--- src/common/typec_attach_pkg.sv ---
// Shared constants, types and register layout of the Type-C attach detector
// What this block does
// - Source, both open: watch both, no power
// - Source, Rd plus open: VBUS on, watch Rd
// - Source, Ra plus open: cable only, unpowered
// - Source, Ra plus Rd: VBUS, VCONN on Ra
// - Rd-Rd debug, Ra-Ra audio, either pin opening detaches audio only
// - Source drives current, classifies pins continuously
// - Advertise default, 1.5 A or 3 A
// - Below cable threshold means Ra
// - Above detach threshold means disconnection
// - Sink presents trimmed pulldown on both pins
// - Sink attaches only with VBUS present
// - Sink decodes advertised current from pullup
// - Firmware swaps dead-battery for trimmed pulldown
// - Source can disable dead-battery pulldown
// - One transmitter at a time, others released
// - Firmware sets transmit peak level
`default_nettype none
package typec_attach_pkg;
	// ****************************************
	// Register map
	// ****************************************
	localparam int ADDR_W = 8;
	localparam logic [7:0] OFS_CTRL = 8'h00;
	localparam logic [7:0] OFS_STATUS = 8'h04;
	localparam logic [7:0] OFS_IRQ_STATUS = 8'h08;
	localparam logic [7:0] OFS_IRQ_MASK = 8'h0c;
	// ****************************************
	// Control fields
	// ****************************************
	localparam int CTRL_ROLE_BIT = 0;
	localparam int CTRL_LEVEL_LSB = 1;
	localparam int CTRL_DBOFF_BIT = 3;
	localparam int CTRL_TRIM_BIT = 4;
	localparam int CTRL_TXP_LSB = 8;
	localparam int TXP_W = 4;
	localparam logic [31:0] CTRL_RESET = 32'h0000_0000;
	localparam logic [31:0] CTRL_WMASK = 32'h0000_0f1f;
	// ****************************************
	// Status fields
	// ****************************************
	localparam int STAT_STATE_LSB = 0;
	localparam int STAT_ORIENT_BIT = 7;
	localparam int STAT_CLS_A_LSB = 8;
	localparam int STAT_CLS_B_LSB = 10;
	localparam int STAT_SNKCUR_LSB = 12;
	localparam int STAT_VBUS_BIT = 14;
	localparam int STAT_VCONN_A_BIT = 15;
	localparam int STAT_VCONN_B_BIT = 16;
	// ****************************************
	// Interrupt fields
	// ****************************************
	localparam int IRQ_W = 3;
	localparam int IRQ_ATTACH_BIT = 0;
	localparam int IRQ_DETACH_BIT = 1;
	localparam int IRQ_CLASS_BIT = 2;
	localparam logic [2:0] IRQ_MASK_RESET = 3'h0;
	// ****************************************
	// Types
	// ****************************************
	typedef enum logic [1:0] {
		CLS_OPEN = 2'h0,
		CLS_RA = 2'h1,
		CLS_RD = 2'h2
	} cc_class_e;
	typedef enum logic [1:0] {
		CUR_DEFAULT = 2'h0,
		CUR_1P5 = 2'h1,
		CUR_3P0 = 2'h2
	} cur_level_e;
	typedef enum logic [6:0] {
		ST_UNATTACHED = 7'h01,
		ST_CABLE_ONLY = 7'h02,
		ST_SRC_ATTACHED = 7'h04,
		ST_SRC_CABLE = 7'h08,
		ST_DEBUG_ACC = 7'h10,
		ST_AUDIO_ACC = 7'h20,
		ST_SNK_ATTACHED = 7'h40
	} attach_state_e;
	// Raw comparator outputs of one configuration pin
	typedef struct packed {
		logic below_detach;
		logic below_cable;
		logic [1:0] snk_level;
	} pin_cmp_s;
	// Classified pin state
	typedef struct packed {
		cc_class_e cls;
		logic [1:0] snk_level;
	} pin_info_s;
	// Register bus request
	typedef struct packed {
		logic [7:0] addr;
		logic [31:0] wdata;
		logic wr;
		logic rd;
	} reg_req_s;
endpackage
`default_nettype wire

--- src/hw/cc_pin_classifier.sv ---
// Per-pin synchroniser and three-way classifier of comparator outputs
`timescale 1ns/100ps
`default_nettype none
module cc_pin_classifier (
	input wire logic ref_clk,
	input wire logic resetn,
	input wire typec_attach_pkg::pin_cmp_s cmp_raw,
	output var typec_attach_pkg::pin_info_s info
);
	import typec_attach_pkg::*;
	typedef struct packed {
		pin_cmp_s meta;
		pin_cmp_s sync;
		pin_info_s info;
	} cls_state_s;
	cls_state_s cur_ff;
	cls_state_s nxt_cur;
	// ****************************************
	// Classification
	// ****************************************
	always_comb begin
		nxt_cur = cur_ff;
		nxt_cur.meta = cmp_raw;
		nxt_cur.sync = cur_ff.meta;
		nxt_cur.info.snk_level = cur_ff.sync.snk_level;
		if (cur_ff.sync.below_cable) begin
			nxt_cur.info.cls = CLS_RA;
		end else if (cur_ff.sync.below_detach) begin
			nxt_cur.info.cls = CLS_RD;
		end else begin
			nxt_cur.info.cls = CLS_OPEN;
		end
	end
	always_ff @(posedge ref_clk or negedge resetn) begin
		if (!resetn) begin
			cur_ff <= '0;
		end else begin
			cur_ff <= nxt_cur;
		end
	end
	assign info = cur_ff.info;
endmodule // cc_pin_classifier
`default_nettype wire

--- src/hw/typec_attach_detect.sv ---
// Attach, orientation and role decision logic with its register file
//
// Chosen here: the register addresses and the address-and-strobe port.
`timescale 1ns/100ps
`default_nettype none
module typec_attach_detect #(
	parameter int TX_LEVEL_W = typec_attach_pkg::TXP_W
) (
	input wire logic ref_clk,
	input wire logic resetn,
	input wire typec_attach_pkg::reg_req_s req,
	output logic [31:0] rd_data,
	output logic irq,
	input wire typec_attach_pkg::pin_cmp_s cmp_pin_a,
	input wire typec_attach_pkg::pin_cmp_s cmp_pin_b,
	input wire logic vbus_present,
	input wire logic tx_req,
	input wire logic tx_bit,
	output logic vbus_enable,
	output logic vconn_enable_a,
	output logic vconn_enable_b,
	output logic source_pin_current_a,
	output logic source_pin_current_b,
	output logic [1:0] source_current_level,
	output logic trimmed_sink_pulldown_a,
	output logic trimmed_sink_pulldown_b,
	output logic deadbattery_pulldown_off,
	output logic watch_pin_a,
	output logic watch_pin_b,
	output logic [TX_LEVEL_W-1:0] tx_peak_level,
	output logic config_pin_a_o,
	output logic config_pin_a_oe,
	output logic config_pin_b_o,
	output logic config_pin_b_oe
);
	import typec_attach_pkg::*;
	// ****************************************
	// Parameter check
	// ****************************************
	if (TX_LEVEL_W < 1 || TX_LEVEL_W > 8) begin : g_bad_width
		$error("TX_LEVEL_W must lie between 1 and 8");
	end
	// ****************************************
	// State
	// ****************************************
	typedef struct packed {
		logic vbus_meta;
		logic vbus_sync;
		attach_state_e state;
		logic orient_b;
		cc_class_e prev_a;
		cc_class_e prev_b;
		logic [31:0] ctrl;
		logic [IRQ_W-1:0] irq_stat;
		logic [IRQ_W-1:0] irq_mask;
		logic [31:0] rd_data;
		logic irq;
		logic vbus_en;
		logic vconn_a;
		logic vconn_b;
		logic cur_a;
		logic cur_b;
		logic [1:0] adv_level;
		logic [1:0] snk_cur;
		logic trim_a;
		logic trim_b;
		logic db_off;
		logic watch_a;
		logic watch_b;
		logic [TX_LEVEL_W-1:0] txp;
		logic a_o;
		logic a_oe;
		logic b_o;
		logic b_oe;
	} top_state_s;
	top_state_s cur_ff;
	top_state_s nxt_cur;
	pin_info_s pin_a;
	pin_info_s pin_b;
	// ****************************************
	// Pin classifiers
	// ****************************************
	cc_pin_classifier u_class_a (
		.ref_clk(ref_clk),
		.resetn(resetn),
		.cmp_raw(cmp_pin_a),
		.info(pin_a)
	);
	cc_pin_classifier u_class_b (
		.ref_clk(ref_clk),
		.resetn(resetn),
		.cmp_raw(cmp_pin_b),
		.info(pin_b)
	);
	function automatic logic has_partner(input attach_state_e s);
		has_partner = (s != ST_UNATTACHED) && (s != ST_CABLE_ONLY);
	endfunction
	// ****************************************
	// Decision and register logic
	// ****************************************
	logic role_sink;
	logic act_a;
	logic act_b;
	logic wr_ctrl;
	logic wr_irq;
	logic wr_mask;
	logic [IRQ_W-1:0] events;
	logic sig_pin_b;
	always_comb begin
		nxt_cur = cur_ff;
		role_sink = cur_ff.ctrl[CTRL_ROLE_BIT];
		act_a = pin_a.snk_level != 2'h0;
		act_b = pin_b.snk_level != 2'h0;
		wr_ctrl = req.wr && (req.addr == OFS_CTRL);
		wr_irq = req.wr && (req.addr == OFS_IRQ_STATUS);
		wr_mask = req.wr && (req.addr == OFS_IRQ_MASK);
		events = '0;
		sig_pin_b = 1'b0;
		nxt_cur.vbus_meta = vbus_present;
		nxt_cur.vbus_sync = cur_ff.vbus_meta;
		// Attach state from the two classes (ST_SRC_CABLE held while its Rd pin stays Rd), or in sink role from pullup levels and VBUS, every cycle
		nxt_cur.state = ST_UNATTACHED;
		nxt_cur.orient_b = 1'b0;
		if (role_sink) begin
			if (cur_ff.vbus_sync && (act_a || act_b)) begin
				nxt_cur.state = ST_SNK_ATTACHED;
				nxt_cur.orient_b = !act_a;
			end
		end else if (cur_ff.state == ST_SRC_CABLE && cur_ff.orient_b && pin_b.cls == CLS_RD) begin
			nxt_cur.state = ST_SRC_CABLE;
			nxt_cur.orient_b = 1'b1;
		end else if (cur_ff.state == ST_SRC_CABLE && !cur_ff.orient_b && pin_a.cls == CLS_RD) begin
			nxt_cur.state = ST_SRC_CABLE;
			nxt_cur.orient_b = 1'b0;
		end else begin
			case ({pin_a.cls, pin_b.cls})
				{CLS_RD, CLS_OPEN}: begin
					nxt_cur.state = ST_SRC_ATTACHED;
				end
				{CLS_OPEN, CLS_RD}: begin
					nxt_cur.state = ST_SRC_ATTACHED;
					nxt_cur.orient_b = 1'b1;
				end
				{CLS_RA, CLS_OPEN}: begin
					nxt_cur.state = ST_CABLE_ONLY;
				end
				{CLS_OPEN, CLS_RA}: begin
					nxt_cur.state = ST_CABLE_ONLY;
					nxt_cur.orient_b = 1'b1;
				end
				{CLS_RA, CLS_RD}: begin
					nxt_cur.state = ST_SRC_CABLE;
					nxt_cur.orient_b = 1'b1;
				end
				{CLS_RD, CLS_RA}: begin
					nxt_cur.state = ST_SRC_CABLE;
				end
				{CLS_RD, CLS_RD}: begin
					nxt_cur.state = ST_DEBUG_ACC;
				end
				{CLS_RA, CLS_RA}: begin
					nxt_cur.state = ST_AUDIO_ACC;
				end
				default: begin
					nxt_cur.state = ST_UNATTACHED;
				end
			endcase
		end
		// Power and watch outputs follow the new state
		nxt_cur.vbus_en = (nxt_cur.state == ST_SRC_ATTACHED) || (nxt_cur.state == ST_SRC_CABLE);
		nxt_cur.vconn_a = (nxt_cur.state == ST_SRC_CABLE) && nxt_cur.orient_b;
		nxt_cur.vconn_b = (nxt_cur.state == ST_SRC_CABLE) && !nxt_cur.orient_b;
		case (nxt_cur.state)
			ST_SRC_ATTACHED, ST_SRC_CABLE, ST_SNK_ATTACHED: begin
				nxt_cur.watch_a = !nxt_cur.orient_b;
				nxt_cur.watch_b = nxt_cur.orient_b;
			end
			default: begin
				nxt_cur.watch_a = 1'b1;
				nxt_cur.watch_b = 1'b1;
			end
		endcase
		// Source current on both pins except where VCONN drives
		nxt_cur.cur_a = !role_sink && !nxt_cur.vconn_a;
		nxt_cur.cur_b = !role_sink && !nxt_cur.vconn_b;
		nxt_cur.adv_level = cur_ff.ctrl[CTRL_LEVEL_LSB +: 2];
		if (nxt_cur.state == ST_SNK_ATTACHED) begin
			nxt_cur.snk_cur = nxt_cur.orient_b ? pin_b.snk_level : pin_a.snk_level;
		end else begin
			nxt_cur.snk_cur = 2'h0;
		end
		nxt_cur.trim_a = role_sink && cur_ff.ctrl[CTRL_TRIM_BIT];
		nxt_cur.trim_b = role_sink && cur_ff.ctrl[CTRL_TRIM_BIT];
		nxt_cur.db_off = (!role_sink && cur_ff.ctrl[CTRL_DBOFF_BIT])
			|| (role_sink && cur_ff.ctrl[CTRL_TRIM_BIT]);
		nxt_cur.txp = cur_ff.ctrl[CTRL_TXP_LSB +: TX_LEVEL_W];
		// Drive only the signalling pin, release both otherwise
		sig_pin_b = cur_ff.orient_b;
		nxt_cur.a_oe = tx_req && has_partner(cur_ff.state) && !sig_pin_b;
		nxt_cur.b_oe = tx_req && has_partner(cur_ff.state) && sig_pin_b;
		nxt_cur.a_o = nxt_cur.a_oe && tx_bit;
		nxt_cur.b_o = nxt_cur.b_oe && tx_bit;
		// Events
		nxt_cur.prev_a = pin_a.cls;
		nxt_cur.prev_b = pin_b.cls;
		events[IRQ_ATTACH_BIT] = has_partner(nxt_cur.state) && !has_partner(cur_ff.state);
		events[IRQ_DETACH_BIT] = !has_partner(nxt_cur.state) && has_partner(cur_ff.state);
		events[IRQ_CLASS_BIT] = (pin_a.cls != cur_ff.prev_a) || (pin_b.cls != cur_ff.prev_b);
		// Register writes; a new event wins over its clear
		if (wr_ctrl) begin
			nxt_cur.ctrl = req.wdata & CTRL_WMASK;
		end
		if (wr_mask) begin
			nxt_cur.irq_mask = req.wdata[IRQ_W-1:0];
		end
		if (wr_irq) begin
			nxt_cur.irq_stat = (cur_ff.irq_stat & ~req.wdata[IRQ_W-1:0]) | events;
		end else begin
			nxt_cur.irq_stat = cur_ff.irq_stat | events;
		end
		nxt_cur.irq = |(nxt_cur.irq_stat & nxt_cur.irq_mask);
		// Read data stand for one cycle only
		nxt_cur.rd_data = 32'h0000_0000;
		if (req.rd) begin
			if (req.addr == OFS_CTRL) begin
				nxt_cur.rd_data = cur_ff.ctrl;
			end else if (req.addr == OFS_STATUS) begin
				nxt_cur.rd_data[STAT_STATE_LSB +: 7] = cur_ff.state;
				nxt_cur.rd_data[STAT_ORIENT_BIT] = cur_ff.orient_b;
				nxt_cur.rd_data[STAT_CLS_A_LSB +: 2] = pin_a.cls;
				nxt_cur.rd_data[STAT_CLS_B_LSB +: 2] = pin_b.cls;
				nxt_cur.rd_data[STAT_SNKCUR_LSB +: 2] = cur_ff.snk_cur;
				nxt_cur.rd_data[STAT_VBUS_BIT] = cur_ff.vbus_en;
				nxt_cur.rd_data[STAT_VCONN_A_BIT] = cur_ff.vconn_a;
				nxt_cur.rd_data[STAT_VCONN_B_BIT] = cur_ff.vconn_b;
			end else if (req.addr == OFS_IRQ_STATUS) begin
				nxt_cur.rd_data[IRQ_W-1:0] = cur_ff.irq_stat;
			end else if (req.addr == OFS_IRQ_MASK) begin
				nxt_cur.rd_data[IRQ_W-1:0] = cur_ff.irq_mask;
			end else begin
				nxt_cur.rd_data = 32'h0000_0000;
			end
		end
	end
	always_ff @(posedge ref_clk or negedge resetn) begin
		if (!resetn) begin
			cur_ff <= '0;
			cur_ff.state <= ST_UNATTACHED;
			cur_ff.ctrl <= CTRL_RESET;
			cur_ff.irq_mask <= IRQ_MASK_RESET;
		end else begin
			cur_ff <= nxt_cur;
		end
	end
	// ****************************************
	// Outputs
	// ****************************************
	assign rd_data = cur_ff.rd_data;
	assign irq = cur_ff.irq;
	assign vbus_enable = cur_ff.vbus_en;
	assign vconn_enable_a = cur_ff.vconn_a;
	assign vconn_enable_b = cur_ff.vconn_b;
	assign source_pin_current_a = cur_ff.cur_a;
	assign source_pin_current_b = cur_ff.cur_b;
	assign source_current_level = cur_ff.adv_level;
	assign trimmed_sink_pulldown_a = cur_ff.trim_a;
	assign trimmed_sink_pulldown_b = cur_ff.trim_b;
	assign deadbattery_pulldown_off = cur_ff.db_off;
	assign watch_pin_a = cur_ff.watch_a;
	assign watch_pin_b = cur_ff.watch_b;
	assign tx_peak_level = cur_ff.txp;
	assign config_pin_a_o = cur_ff.a_o;
	assign config_pin_a_oe = cur_ff.a_oe;
	assign config_pin_b_o = cur_ff.b_o;
	assign config_pin_b_oe = cur_ff.b_oe;
endmodule // typec_attach_detect
`default_nettype wire

--- config.mk ---
export PLATFORM = sky130hd
export DESIGN_NAME = typec_attach_detect
export DESIGN_NICKNAME = d
export VERILOG_FILES = /design/src/common/typec_attach_pkg.sv /design/src/hw/cc_pin_classifier.sv /design/src/hw/typec_attach_detect.sv
export SDC_FILE = /design/constraint.sdc
export NUM_CORES = 1
export LEC_CHECK = 0
export BUFFER_PORTS_ARGS = -buffer_cell sky130_fd_sc_hd__buf_2
export CAP_MARGIN = 20
export CORE_MARGIN = 4
export CORE_UTILIZATION = 35
export CTS_CLUSTER_SIZE = 24
export DETAILED_ROUTE_END_ITERATION = 6
export SLEW_MARGIN = 20
export SYNTH_ARGS = -nofsm -noshare
export SYNTH_HDL_FRONTEND = slang
export SYNTH_HIERARCHICAL = 1
export SYNTH_SLANG_ARGS = --single-unit
--- constraint.sdc ---
create_clock -name ref_clk -period 2.5 [get_ports ref_clk]
set_input_delay 0.5 -clock ref_clk [delete_from_list [all_inputs] [get_ports ref_clk]]
set_output_delay 0.5 -clock ref_clk [all_outputs]
set_load 0.005 [all_outputs]
==> metrics.md <==
| Metric | Value |
|---|---|
| Status | `finished, final reports clean` |
| Multi-input gate area | `1050 µm²` |
| Maximum operating frequency | `496 MHz` |
| Netlist cell types | `51` |
| Synth warnings | `6` |
| Port Buffers | `69` |
| Max-slew violation count | `0` |
| All-Layer GR Usage | `0.115` |
| Worst setup margin | `0.484 ns` |
| Crit share post-route | `0.806` |
| Vias in the first global route | `2241` |
| RSZ-0062 raised after global routing | `false` |
| PwrDens | `655 nW/µm²` |
| Clock Skew | `0.0116 ns` |
| Syn Area/Cell | `13.0 µm²` |
| CTS tree | `done` |
| FF/Latch Area | `2300 µm²` |
| GRT overflow | `0` |
| Maximum vdd ir drop | `0.325 mV` |
| Dpl cell area | `3940 µm²` |
| Iter 0 DRT Violations | `61` |
| Max FO, Critical Path | `4` |
| Post-synth top area cell | `dfrtp_1` |
| CTS max path bufs | `2` |
| Placement-stage worst setup slack | `0.200 ns` |
| Chip Height | `111 µm` |
| Hold Violations, Final | `0` |
| Post-synthesis sequential area ratio | `0.620` |
| Final #Nets | `roughly 380` |
| H-tree depth | `3` |
| Via/cell ratio | `4.39` |
| Final worst path period need | `2.02 ns` |
| Reg-to-reg slack, setup | `0.48 ns` |
| Ranking of synthesized cells by area | `dfrtp_1 (61%), buf_4 (9.5%), mux2_2 (3.0%)` |
| Gpl congestion | `between 0.7 and 0.8` |
| Die width | `111 µm` |
| Initial antenna violation count | `0` |
| Clk sinks | `92` |
| Largest net degree at the start of global routing | `51` |
| CP Capture Type | `flip-flop` |
| Routed via count | `2053` |
| IO Pins | `108` |
| Number of buffers created by CTS | `9` |
| DRC | `0` |
| Count leader, synth | `dfrtp_1` |
| Setup Fix Bufs, Post-CTS | `0` |
| Setup violators final | `0` |
| Worst Hold Class | `in2async` |
| Max-cap viol count | `0` |
| Core Area | `about 10000 µm²` |
| Yosys top cell area share | `0.613` |
| Post-CTS sizing | `0` |
| Clock transition at the registers of the reported paths | `approximately 0.090 ns` |
| Synth cell count leaders | `dfrtp_1 (91), buf_4 (47), nor2_1 (14)` |
| CTS root buffer | `clkbuf_8` |
| Row count | `37` |
| CP Class | `reg2reg` |
| Critical path launch point type | `flip-flop` |
| Detailed Routing Iterations Pass 1 | `4` |
| Detail Route Antenna Nets | `0` |
| Static Leak | `2.06 nW` |
| Slew @ Worst Pin | `around 0.55 ns` |
| ANT cells | `0` |
| Design area | `4110 µm²` |
| Worst EP required | `2.73 ns` |
| Post-synth EDFFs | `0` |
| Cts-stage hold buffer count | `0` |
| Global-route wire length before repair | `approximately 11000 µm` |
| Ys async rst share | `1.00` |
| Setup tns final | `0 ns` |
| Area Overhead vs Synth | `10.6%` |
| Worst slew margin | `0.631` |
| Starting Density | `0.360` |
| Die area | `approximately 12000 µm²` |
| Mapped cell area | `roughly 3700 µm²` |
| Detailed Place HPWL | `4630 µm` |
| Share of layout cells above drive strength 1 | `0.346` |
| Filler Cell Count | `989` |
| Synth Flop Type | `dfrtp_1` |
| DRT Wirelength | `roughly 6500 µm` |
| Cell count after synthesis | `285` |
| DR WL/cell | `13.8 µm` |
| Worst skew pair latency | `0.35 ns` |
| CP arrival | `2.24 ns` |
| R2R cell count | `5` |
| FF+latch count, synth | `between 90 and 100` |
-- kinds of logic after synthesis --
kind of cell / Yosys count / share of synthesized area
buf+inv: 62 / 0.111
compound gates: 27 / 0.0498
flops: 92 / 0.620
mux: 20 / 0.0707
other cells: 1 / 0.00101
xor+xnor: 8 / 0.0188
simple gates: 75 / 0.129
-- power by group --
part           internal, mW  switching [mW]  leakage [nW]
Clock                 0.409           0.480        0.0893
Sequential             1.55          0.0360          1.17
Combinational         0.100           0.117         0.803
-- state kept, by name, indices dropped and copies added (netlist names), 2 cells and up --
register	cells
rd_data	17
u_class_a/cur_ff	8
u_class_b/cur_ff	8
tx_peak_level	4
cur_ff	30
u_class_a/info	4
source_current_level	2
u_class_b/info	4
-- path summary, 6_finish.rpt --
check | startpoint | endpoint
setup / recovery | cur_ff[100] | irq
hold / removal | resetn | source_current_level[0]
setup reg to reg | cur_ff[100] | irq
hold reg to reg | u_class_b/cur_ff[9] | u_class_b/cur_ff[5]
max in group asynchronous | resetn | u_class_b/info[0]
min in group ref_clk | vbus_present | cur_ff[106]
-- layout by cell type (no fill, tap or decap), types with 2 or more instances in the layout --
cell type	n
a21oi_1	7
o2bb2ai_1	3
nor4bb_1	2
nand4_1	3
mux2_2	10
nor2b_1	3
or2_2	5
clkbuf_1	2
nor3_1	3
buf_4	4
o21ai_0	4
buf_2	68
nand2_1	13
dfrtp_1	91
conb_1	15
o211ai_1	3
mux2i_1	6
nor2_1	14
inv_1	7
xor2_1	2
or3b_2	2
clkinv_2	2
xnor2_1	6
nand2b_1	2
and2_1	13
clkbuf_8	11
nor2b_4	2
mux4_1	2
a31oi_1	2
-- critical path: stages (launching register included) --
cell	delay (ns)
dfrtp_1	0.41
or4_4	0.56
a211o_1	0.33
a31oi_1	0.26
o21a_1	0.21
o211ai_1	0.11
-- area by class of cell --
class | instances | share of cell area
flip-flops and latches | 92 | 0.560
multi-input cells | 145 | 0.256
repair buffers | 73 | 0.0949
well taps | 136 | 0.0414
clock buffers | 13 | 0.0386
inverters | 7 | 0.00639
clock inverters | 2 | 0.00243
-- routing by layer --
metal,up-vias,GRT usage,routed length [µm]
met5,-,0,0
met4,0,0.0657,133
met3,11,0.0349,392
met2,52,0.180,3110
met1,1006,0.142,2840
li1,984,-,-
-- through the flow --
step | hold WS, ns | instances | power (mW) | utilization
floorplan | 0.204 | 299 | 1.76 | -
global placement | 0.334 | 453 | 1.83 | 0.382
detailed placement | 0.335 | 453 | 1.84 | 0.382
CTS | 0.126 | 468 | 2.74 | 0.398
global route | 0.151 | 468 | 2.84 | 0.398
finish | 0.130 | 468 | 2.69 | 0.398
(Power assumes the default switching activity.)
